[config.mk]
export PLATFORM = sky130hd
export DESIGN_NAME = sep_i2c_slave
export DESIGN_NICKNAME = d
export VERILOG_FILES = /design/src/rtl/sep_pkg.sv /design/src/rtl/sep_i2c_slave.sv /design/src/rtl/sep_mem.sv
export SDC_FILE = /design/constraint.sdc
export NUM_CORES = 2
export LEC_CHECK = 0
export BUFFER_PORTS_ARGS = -buffer_cell sky130_fd_sc_hd__clkbuf_2
export CORE_AREA = 2 2 442 444
export DETAILED_ROUTE_END_ITERATION = 8
export DIE_AREA = 0 0 444 446
export PLACE_DENSITY = 0.62
export SYNTH_ARGS = -nofsm -noshare
export SYNTH_HDL_FRONTEND = slang
export SYNTH_SLANG_ARGS = --single-unit
[constraint.sdc]
create_clock -name core_clk -period 5 [get_ports core_clk]
set_input_delay 1.5 -clock core_clk [delete_from_list [all_inputs] [get_ports core_clk]]
set_output_delay 1.5 -clock core_clk [all_outputs]
set_load 0.03 [all_outputs]
[src/rtl/sep_pkg.sv]
// Constants, timing counts and state type for the serial EEPROM slave.
// Assumes a 25 MHz core clock; every user writes sep_pkg::name.
`default_nettype none

package sep_pkg;

   ////////////////////////////////////////////////////////////////////////////
   // Select byte layout
   localparam logic [3:0] TYPE_CODE    = 4'ha;     // Upper nibble 1010
   localparam int         TYPE_MSB     = 7;
   localparam int         TYPE_LSB     = 4;
   localparam int         SEL_MSB      = 3;
   localparam int         SEL_LSB      = 1;
   localparam int         DIR_BIT      = 0;
   localparam logic       DIR_READ     = 1'h1;

   ////////////////////////////////////////////////////////////////////////////
   // Array and page geometry
   localparam int         ADDR_W       = 8;
   localparam logic [7:0] ADDR_MASK    = 8'hff;    // 8'h7f for the 128-byte part
   localparam logic [7:0] ADDR_ONE     = 8'h01;
   localparam int         MEM_DEPTH    = 256;
   localparam int         PAGE_W       = 3;
   localparam int         PAGE_BYTES   = 8;
   localparam logic [2:0] PAGE_ONE     = 3'h1;

   ////////////////////////////////////////////////////////////////////////////
   // Bit counter marks inside one byte slot
   localparam int         CNT_W        = 4;
   localparam logic [3:0] CNT_ZERO     = 4'h0;
   localparam logic [3:0] CNT_ONE      = 4'h1;
   localparam logic [3:0] CNT_LAST     = 4'h8;     // Eight data bits seen
   localparam logic [3:0] CNT_ACK      = 4'h9;     // Ninth clock high
   localparam logic [3:0] IDX_DONE     = 4'h8;

   ////////////////////////////////////////////////////////////////////////////
   // Reset values
   localparam logic       OE_N_RESET   = 1'h1;     // Line released
   localparam logic [7:0] ADDR_RESET   = 8'h00;
   localparam logic [7:0] BYTE_RESET   = 8'h00;
   localparam logic [7:0] VALID_RESET  = 8'h00;

   ////////////////////////////////////////////////////////////////////////////
   // Programming cycle time
   localparam int         CLK_HZ          = 25000000;
   localparam int         PROG_TIME_MS    = 10;
   localparam int         PROG_CYCLES     = PROG_TIME_MS * (CLK_HZ / 1000); // Longest time, rounds down
   localparam int         PROG_CNT_W      = 18;

   typedef enum logic [2:0] {
      ST_IDLE,
      ST_SEL,
      ST_ADDR,
      ST_WR,
      ST_RD,
      ST_PROG
   } sep_state_t;

endpackage

`default_nettype wire

[src/rtl/sep_i2c_slave.sv]
// Two-wire slave front end of a small byte-organised EEPROM.
// Assumes the bus clock and data arrive as pins, oversampled by core_clk.
`default_nettype none

module sep_i2c_slave #(
   parameter int unsigned PROG_CYCLES = sep_pkg::PROG_CYCLES
) (
   input  wire logic core_clk,
   input  wire logic rst_n,
   input  wire logic scl_pin,
   input  wire logic sda_pin_in,
   output logic      sda_pin_out,
   output logic      sda_pin_oe_n,
   input  wire logic select_strap_bit0,
   input  wire logic select_strap_bit1,
   input  wire logic select_strap_bit2,
   input  wire logic write_protect,
   output logic      prog_busy
);

   // Synchroniser stages, held strap levels, transaction registers, page latches and memory port signals
   logic [2:0]                    scl_sync_reg;
   logic [2:0]                    sda_sync_reg;
   logic [1:0]                    wp_sync_reg;
   logic [2:0]                    strap_meta_reg;
   logic [2:0]                    strap_reg;
   sep_pkg::sep_state_t           state_reg;
   logic [sep_pkg::CNT_W-1:0]     cnt_reg;
   logic [7:0]                    shift_reg;
   logic [7:0]                    tx_reg;
   logic                          oe_n_reg;
   logic [7:0]                    addr_reg;
   logic [7:0]                    page_data_reg [sep_pkg::PAGE_BYTES];
   logic [7:0]                    page_valid_reg;
   logic [sep_pkg::CNT_W-1:0]     prog_idx_reg;
   logic [sep_pkg::PROG_CNT_W-1:0] prog_cnt_reg;
   logic [7:0]                    mem_rd_data;
   logic                          mem_wr_en;
   logic [7:0]                    mem_wr_addr;
   logic [7:0]                    mem_wr_data;
   // Decoded bus conditions and handshake terms
   logic                          scl_s;
   logic                          sda_s;
   logic                          scl_rise;
   logic                          scl_fall;
   logic                          start_det;
   logic                          stop_det;
   logic                          rx_state;
   logic                          byte_done;
   logic                          ack_end;
   logic                          sel_match;
   logic                          prog_go;
   logic                          prog_end;
   logic [7:0]                    addr_inc;

   ////////////////////////////////////////////////////////////////////////////
   // Pin synchronisers; stage 0 feeds stage 1 only, stage 2 is the edge history
   // Two cycles of latency are the price of keeping metastable samples out of the decode
   always_ff @(posedge core_clk or negedge rst_n) begin
      if (!rst_n) begin
         scl_sync_reg <= 3'h7;
         sda_sync_reg <= 3'h7;
      end else begin
         scl_sync_reg <= {scl_sync_reg[1:0], scl_pin};
         sda_sync_reg <= {sda_sync_reg[1:0], sda_pin_in};
      end
   end

   // Straps and write protect are slow levels, still synchronised
   // Open pins must be tied low outside the block; logic cannot see a floating pad
   always_ff @(posedge core_clk or negedge rst_n) begin
      if (!rst_n) begin
         wp_sync_reg    <= 2'h0;
         strap_meta_reg <= 3'h0;
         strap_reg      <= 3'h0;
      end else begin
         wp_sync_reg    <= {wp_sync_reg[0], write_protect};
         strap_meta_reg <= {select_strap_bit2, select_strap_bit1, select_strap_bit0};
         strap_reg      <= strap_meta_reg;
      end
   end

   ////////////////////////////////////////////////////////////////////////////
   // Bus condition decode on synchronised samples
   // Edges compare stage 1 with stage 2, so each edge is seen for one cycle only
   assign scl_s     = scl_sync_reg[1];
   assign sda_s     = sda_sync_reg[1];
   assign scl_rise  = scl_s & ~scl_sync_reg[2];
   assign scl_fall  = ~scl_s & scl_sync_reg[2];
   // Master keeps data still while clock high, so only these two edges occur there
   assign start_det = scl_s & scl_sync_reg[2] & sda_sync_reg[2] & ~sda_s;
   assign stop_det  = scl_s & scl_sync_reg[2] & ~sda_sync_reg[2] & sda_s;

   // Receive states take bytes from the master; the slave never drives the clock
   assign rx_state  = (state_reg == sep_pkg::ST_SEL) | (state_reg == sep_pkg::ST_ADDR) |
                      (state_reg == sep_pkg::ST_WR);
   assign byte_done = scl_fall & (cnt_reg == sep_pkg::CNT_LAST);
   assign ack_end   = scl_fall & (cnt_reg == sep_pkg::CNT_ACK);

   // Open straps are pulled to zero at the pad, so a low bit matches an open pin
   assign sel_match = (shift_reg[sep_pkg::TYPE_MSB:sep_pkg::TYPE_LSB] == sep_pkg::TYPE_CODE) &
                      (shift_reg[sep_pkg::SEL_MSB:sep_pkg::SEL_LSB] == strap_reg);

   // Cycle only if the STOP falls in the clock right after a completed ack
   // That clock's rising edge has already moved the count to one, so one is the mark;
   // a STOP later in the byte, or with no byte latched, programs nothing
   assign prog_go   = stop_det & (state_reg == sep_pkg::ST_WR) & (cnt_reg == sep_pkg::CNT_ONE) &
                      (page_valid_reg != sep_pkg::VALID_RESET) & ~wp_sync_reg[1];
   assign prog_end  = (state_reg == sep_pkg::ST_PROG) &
                      (prog_cnt_reg == sep_pkg::PROG_CNT_W'(PROG_CYCLES - 1));

   // Whole-array wrap; the mask drops the top bit on the small part
   assign addr_inc  = (addr_reg + sep_pkg::ADDR_ONE) & sep_pkg::ADDR_MASK;

   ////////////////////////////////////////////////////////////////////////////
   // Transaction state; START from anywhere but programming restarts selection
   // Conditions on the bus take priority over the byte-level progress below
   always_ff @(posedge core_clk or negedge rst_n) begin
      if (!rst_n) begin
         state_reg <= sep_pkg::ST_IDLE;
      end else if (state_reg == sep_pkg::ST_PROG) begin
         if (prog_end) begin                                 // Bus stays deaf until here
            state_reg <= sep_pkg::ST_IDLE;
         end
      end else if (prog_go) begin
         state_reg <= sep_pkg::ST_PROG;
      end else if (stop_det) begin
         state_reg <= sep_pkg::ST_IDLE;
      end else if (start_det) begin
         state_reg <= sep_pkg::ST_SEL;
      end else begin
         unique case (state_reg)
            sep_pkg::ST_IDLE: begin
               state_reg <= sep_pkg::ST_IDLE;
            end
            sep_pkg::ST_SEL: begin
               if (byte_done && !sel_match) begin
                  state_reg <= sep_pkg::ST_IDLE;
               end else if (ack_end) begin
                  // Read skips the address byte
                  state_reg <= (shift_reg[sep_pkg::DIR_BIT] == sep_pkg::DIR_READ) ?
                               sep_pkg::ST_RD : sep_pkg::ST_ADDR;
               end
            end
            sep_pkg::ST_ADDR: begin
               if (ack_end) begin
                  state_reg <= sep_pkg::ST_WR;
               end
            end
            sep_pkg::ST_WR: begin
               state_reg <= sep_pkg::ST_WR;
            end
            sep_pkg::ST_RD: begin
               // A master ack keeps the read going; at the ninth rising clock the counter still holds eight
               if (scl_rise && cnt_reg == sep_pkg::CNT_LAST && sda_s) begin
                  state_reg <= sep_pkg::ST_IDLE;             // Master nack ends the read
               end
            end
            sep_pkg::ST_PROG: begin
               state_reg <= sep_pkg::ST_PROG;
            end
         endcase
      end
   end

   ////////////////////////////////////////////////////////////////////////////
   // Bit position within the nine-clock byte slot
   // The falling edge after the ninth clock closes the slot and clears the count
   always_ff @(posedge core_clk or negedge rst_n) begin
      if (!rst_n) begin
         cnt_reg <= sep_pkg::CNT_ZERO;
      end else if (state_reg == sep_pkg::ST_PROG || start_det || stop_det) begin
         cnt_reg <= sep_pkg::CNT_ZERO;
      end else if (rx_state || state_reg == sep_pkg::ST_RD) begin
         if (scl_rise && cnt_reg < sep_pkg::CNT_ACK) begin
            cnt_reg <= cnt_reg + sep_pkg::CNT_ONE;           // Eight data clocks then the ack clock
         end else if (ack_end) begin
            cnt_reg <= sep_pkg::CNT_ZERO;
         end
      end
   end

   // Incoming bits, MSB first, taken on rising clock
   always_ff @(posedge core_clk or negedge rst_n) begin
      if (!rst_n) begin
         shift_reg <= sep_pkg::BYTE_RESET;
      end else if (rx_state && scl_rise && cnt_reg < sep_pkg::CNT_LAST) begin
         shift_reg <= {shift_reg[6:0], sda_s};
      end
   end

   ////////////////////////////////////////////////////////////////////////////
   // Outgoing byte; loaded at the falling edge that closes the previous ack
   // Ones shifted in behind the data never reach the line; the release at the eighth fall comes from the enable logic
   always_ff @(posedge core_clk or negedge rst_n) begin
      if (!rst_n) begin
         tx_reg <= sep_pkg::BYTE_RESET;
      end else if (ack_end && !start_det && !stop_det &&
                   ((state_reg == sep_pkg::ST_SEL && shift_reg[sep_pkg::DIR_BIT] == sep_pkg::DIR_READ) ||
                    state_reg == sep_pkg::ST_RD)) begin
         tx_reg <= mem_rd_data;                              // Current counter location
      end else if (state_reg == sep_pkg::ST_RD && scl_fall &&
                   cnt_reg >= sep_pkg::CNT_ONE && cnt_reg < sep_pkg::CNT_LAST) begin
         tx_reg <= {tx_reg[6:0], 1'b1};
      end
   end

   // Data line enable: ack pulls, read bits drive zeros, everything else releases
   // Every change waits for a synchronised clock fall, so the line never moves while clock is high
   always_ff @(posedge core_clk or negedge rst_n) begin
      if (!rst_n) begin
         oe_n_reg <= sep_pkg::OE_N_RESET;
      end else if (state_reg == sep_pkg::ST_PROG || start_det || stop_det) begin
         oe_n_reg <= sep_pkg::OE_N_RESET;
      end else if (rx_state && byte_done) begin
         // Select acked only on match and outside programming; others always
         oe_n_reg <= (state_reg == sep_pkg::ST_SEL) ? ~sel_match : 1'b0;
      end else if (ack_end) begin
         if ((state_reg == sep_pkg::ST_SEL && shift_reg[sep_pkg::DIR_BIT] == sep_pkg::DIR_READ) ||
             state_reg == sep_pkg::ST_RD) begin
            oe_n_reg <= mem_rd_data[7];                      // First bit of next byte
         end else begin
            oe_n_reg <= sep_pkg::OE_N_RESET;
         end
      end else if (state_reg == sep_pkg::ST_RD && scl_fall) begin
         // New bit only while clock is low; release at eighth fall for master ack
         oe_n_reg <= (cnt_reg < sep_pkg::CNT_LAST) ? tx_reg[6] : sep_pkg::OE_N_RESET;
      end else if (state_reg == sep_pkg::ST_IDLE) begin
         oe_n_reg <= sep_pkg::OE_N_RESET;
      end
   end

   ////////////////////////////////////////////////////////////////////////////
   // Memory address counter
   // Limitation: bytes beyond the page end overwrite the first bytes of the same page
   always_ff @(posedge core_clk or negedge rst_n) begin
      if (!rst_n) begin
         addr_reg <= sep_pkg::ADDR_RESET;
      end else if (state_reg == sep_pkg::ST_ADDR && byte_done && !start_det && !stop_det) begin
         addr_reg <= shift_reg & sep_pkg::ADDR_MASK;
      end else if (state_reg == sep_pkg::ST_WR && byte_done && !start_det && !stop_det) begin
         // Page stays fixed; low bits wrap inside the page
         addr_reg <= {addr_reg[7:sep_pkg::PAGE_W], addr_reg[sep_pkg::PAGE_W-1:0] + sep_pkg::PAGE_ONE};
      end else if (state_reg == sep_pkg::ST_RD && byte_done && !start_det && !stop_det) begin
         addr_reg <= addr_inc;
      end
   end

   ////////////////////////////////////////////////////////////////////////////
   // Page latches: eight bytes collected before programming
   // Eight registers buy a whole-page program in one cycle instead of eight
   genvar gi;
   generate
      for (gi = 0; gi < sep_pkg::PAGE_BYTES; gi = gi + 1) begin : g_page
         always_ff @(posedge core_clk or negedge rst_n) begin
            if (!rst_n) begin
               page_data_reg[gi]  <= sep_pkg::BYTE_RESET;
               page_valid_reg[gi] <= 1'b0;
            end else if (state_reg == sep_pkg::ST_ADDR && byte_done) begin
               page_valid_reg[gi] <= 1'b0;                   // Dummy write leaves nothing to program
            end else if (state_reg == sep_pkg::ST_WR && byte_done && !start_det && !stop_det &&
                         addr_reg[sep_pkg::PAGE_W-1:0] == 3'(gi)) begin
               page_data_reg[gi]  <= shift_reg;              // A ninth byte overwrites the first
               page_valid_reg[gi] <= 1'b1;
            end else if (prog_end || (stop_det && !prog_go && state_reg != sep_pkg::ST_PROG)) begin
               page_valid_reg[gi] <= 1'b0;
            end
         end
      end
   endgenerate

   ////////////////////////////////////////////////////////////////////////////
   // Programming sequencer: copy latched bytes, then hold busy for the cycle time
   // The copy uses the first eight cycles, far inside the programming time
   always_ff @(posedge core_clk or negedge rst_n) begin
      if (!rst_n) begin
         prog_idx_reg <= sep_pkg::CNT_ZERO;
         prog_cnt_reg <= '0;
      end else if (state_reg != sep_pkg::ST_PROG) begin
         prog_idx_reg <= sep_pkg::CNT_ZERO;
         prog_cnt_reg <= '0;
      end else begin
         if (prog_idx_reg < sep_pkg::IDX_DONE) begin
            prog_idx_reg <= prog_idx_reg + sep_pkg::CNT_ONE;
         end
         prog_cnt_reg <= prog_cnt_reg + 1'b1;
      end
   end

   // Write protect also gates the copy itself, in case it rises mid-cycle
   assign mem_wr_en   = (state_reg == sep_pkg::ST_PROG) & (prog_idx_reg < sep_pkg::IDX_DONE) &
                        page_valid_reg[prog_idx_reg[sep_pkg::PAGE_W-1:0]] & ~wp_sync_reg[1];
   assign mem_wr_addr = {addr_reg[7:sep_pkg::PAGE_W], prog_idx_reg[sep_pkg::PAGE_W-1:0]};
   assign mem_wr_data = page_data_reg[prog_idx_reg[sep_pkg::PAGE_W-1:0]];

   // Read port follows the counter, so read data trail it by one cycle
   sep_mem u_mem (
      .core_clk (core_clk),
      .rst_n    (rst_n),
      .wr_en    (mem_wr_en),
      .wr_addr  (mem_wr_addr),
      .wr_data  (mem_wr_data),
      .rd_addr  (addr_reg),
      .rd_data  (mem_rd_data)
   );

   ////////////////////////////////////////////////////////////////////////////
   // Open drain: only ever pull low
   // Busy is decoded from the state, so it rises one cycle after the STOP is seen
   assign sda_pin_out  = 1'b0;
   assign sda_pin_oe_n = oe_n_reg;
   assign prog_busy    = (state_reg == sep_pkg::ST_PROG);

endmodule

`default_nettype wire

[src/rtl/sep_mem.sv]
// Byte array of the EEPROM: one write port, registered read port.
// Assumes writes come only from the programming sequencer.
`default_nettype none

module sep_mem (
   input  wire logic        core_clk,
   input  wire logic        rst_n,
   input  wire logic        wr_en,
   input  wire logic [7:0]  wr_addr,
   input  wire logic [7:0]  wr_data,
   input  wire logic [7:0]  rd_addr,
   output logic      [7:0]  rd_data
);

   logic [7:0] cells [sep_pkg::MEM_DEPTH];

   ////////////////////////////////////////////////////////////////////////////
   // Array holds no reset: contents are meant to survive
   always_ff @(posedge core_clk) begin
      if (wr_en) begin
         cells[wr_addr] <= wr_data;
      end
   end

   // Read data from a register; one cycle behind the address
   always_ff @(posedge core_clk or negedge rst_n) begin
      if (!rst_n) begin
         rd_data <= sep_pkg::BYTE_RESET;
      end else begin
         rd_data <= cells[rd_addr];
      end
   end

endmodule

`default_nettype wire

==> results.sh <==
export IMPL_design_die_area_mm2=0.198
export IMPL_wirelength_um=216000
export IMPL_grt_max_degree=110
export IMPL_required_ns=5.49
export IMPL_power_mw=36.0
export IMPL_seq_area_frac_synth=0.753
export IMPL_clk_pin_slew_ns=0.06
export IMPL_worstHoldPathType="register to register"
export IMPL_status="complete, no violations"
export IMPL_ys_warn_count=0
export IMPL_fill_cells=15300
export IMPL_ys_async_sr_fraction=0.0670
export IMPL_final_core_util=0.506
export IMPL_cts_setup_buffers=0
export IMPL_clock_skew_ns=0.0440
export IMPL_dpl_cell_count=7027
export IMPL_slew_violations=0
export IMPL_setup_slack_ns=1.02
export IMPL_p_int_mw=29.0
export IMPL_area_delta_synth_final_pct=13.1
export IMPL_cts_root_buf="clkbuf_16"
export IMPL_power_density_mw_per_mm2=368
export IMPL_fin_hold_ws_ns=0.358
export IMPL_netSwitchingFraction=0.195
export IMPL_setup_tns_ns=0
export IMPL_seqCellArea_mm2=0.0652
export IMPL_drtAntennaViolNets=0
export IMPL_tightest_slew_ns=1.13
export IMPL_vias=44000
export IMPL_drt_pre_antenna_iters=6
export IMPL_leakagePower_nw=25.3
export IMPL_synth_top_area_frac=0.710
export IMPL_ctsHoldBuffers=0
export IMPL_cp_max_fo=25
export IMPL_syn_avg_cell_area_um2=19.2
export IMPL_post_route_drc_count=0
export IMPL_place_ws_ns=1.07
export IMPL_ys_seq_elements=2195
export IMPL_placementRows=162
export IMPL_nets=4724
export IMPL_synthesis_area_mm2=0.0866
export IMPL_p_seq_frac=0.550
export IMPL_rsz0062_at_grt="false"
export IMPL_yosys_top_cells_area="edfxtp_1 (71%), mux4_2 (9.2%), mux2i_1 (4.8%), dfrtp_1 (4.0%), nor2_1 (1.4%)"
export IMPL_tritoncts="built"
export IMPL_grt_pass1_vias=43400
export IMPL_io_pins=11
export IMPL_yosysMostFrequentCell="edfxtp_1"
export IMPL_place_congestion=0.854
export IMPL_vias_per_cell=5.93
export IMPL_power_frac_comb=0.002
export IMPL_grt_pass1_wl_um=312000
export IMPL_fmax_mhz=251
export IMPL_grt_total_usage=0.217
export IMPL_peakVddDrop_mv=0.386
export IMPL_final_cells=7428
export IMPL_finalSetupViolations=0
export IMPL_start_util=0.447
export IMPL_cts_inserted_buffers=214
export IMPL_drtIter0Drc=5143
export IMPL_min_period_ns=3.98
export IMPL_clk_path_buf_depth=3
export IMPL_insertion_delay_ns=0.86
export IMPL_p_switching_mw=7.02
export IMPL_critPathLaunchType="register"
export IMPL_synth_cell_types=66
export IMPL_arrival_ns=4.47
export IMPL_die_width_um=444
export IMPL_post_dp_hpwl_um=129000
export IMPL_synth_edf_count=2048
export IMPL_port_buffer_count=9
export IMPL_multiInputGateArea_mm2=0.0202
export IMPL_core_area_mm2=0.194
export IMPL_drv_cap=0
export IMPL_die_y_um=446
export IMPL_synthCells=4512
export IMPL_synth_area_leader_cell="edfxtp_1"
export IMPL_slew_limit_headroom=0.229
export IMPL_crit_type="register to register"
export IMPL_drive_above_1_share=0.223
export IMPL_clock_sinks=2195
export IMPL_cts_resized=0
export IMPL_antenna_found_initial=7
export IMPL_largest_reg_flops=2048
export IMPL_synthTopCellsByCount="edfxtp_1 (2048), mux2i_1 (416), mux4_2 (353)"
export IMPL_synth_nets=4535
export IMPL_synthFlopType="edfxtp_1"
export IMPL_dpl_cell_area_mm2=0.0908
export IMPL_fin_crit_sh=0.795
export IMPL_htree_levels=4
export IMPL_stdcell_area_mm2=0.0979
export IMPL_end_kind="register"
export IMPL_pwr_share_clk=0.449
export IMPL_grt_ovfl_total=0
export IMPL_wl_per_cell_um=29.0
export IMPL_timing_final_hold_violations=0
-- final timing paths --
check,start,end,slack (ns),depth (start not counted)
worst max-delay path,state_reg[0],u_mem.cells[83][5],1.02,6
min in group asynchronous,rst_n,cnt_reg[0],0.68,1
worst min register to register,sda_sync_reg[0],sda_sync_reg[1],0.36,0
max in group asynchronous,rst_n,page_data_reg[37],3.40,2
worst max register to register,state_reg[0],u_mem.cells[83][5],1.02,6
worst min-delay path,sda_sync_reg[0],sda_sync_reg[1],0.36,0
-- per-layer routing --
metal	vias to the layer above	GRT usage	share of wire
met5	-	0	0.000060
met4	2	0.0587	0.024
met3	318	0.0394	0.080
met2	1945	0.335	0.46
met1	23100	0.320	0.43
li1	18700	-	-
-- critical path, stage by stage (launching register included) --
cell	delay (ns)
dfrtp_1	0.59
and2b_2	0.27
nand2_2	0.29
or4_4	0.68
nor3b_4	0.54
nand2_2	0.46
nor2_1	0.76
-- layout by cell type (no fill, tap or decap), types with 31 or more instances in the layout --
master / count
edfxtp_1: 2048
mux2i_1: 416
mux4_2: 353
nor2_1: 320
buf_4: 217
clkbuf_16: 216
dfrtp_1: 136
nand2_1: 120
a22oi_1: 107
mux2_2: 97
o211ai_1: 70
a221oi_1: 65
o21ai_0: 61
a21oi_1: 51
clkinv_2: 46
clkinv_1: 42
clkbuf_1: 42
nor2b_1: 38
nand4_1: 37
nand3_1: 31
-- cell type report --
type / instances / share of cell area
diodes: 1 / 0.0000256
clock buffers: 261 / 0.0572
clock inverters: 139 / 0.0152
inverters: 12 / 0.000485
multi-input cells: 2024 / 0.206
flip-flops and latches: 2195 / 0.666
well taps: 2542 / 0.0325
repair buffers: 254 / 0.0229
-- kinds of logic (layout without fill, tap and decap cells) --
kind of cell / count (synthesis) / after routing / synth area share
adder cells (fa/ha/maj): 15 / 15 / 0.00217
flip-flops: 2195 / 2195 / 0.753
XOR/XNOR: 25 / 25 / 0.00253
multiplexers: 875 / 875 / 0.154
AND/OR/NAND/NOR: 649 / 649 / 0.0339
buffers and inverters: 293 / 666 / 0.0169
AO/OA/AOI/OAI: 459 / 459 / 0.0379
other: 1 / 2 / 0.0000433
-- power by group through the flow --
stage	registers, mW	clock network [mW]	logic (mW)
5_1_grt	19.8	17.2	0.0656
4_1_cts	19.8	16.4	0.0587
6_report	19.8	16.2	0.0566
3_5_place_dp	20.2	0	0.0580
2_1_floorplan	20.2	0	0.0298
3_3_place_gp	20.2	0	0.0568
Note: power is estimated with default switching activity, not from simulation.
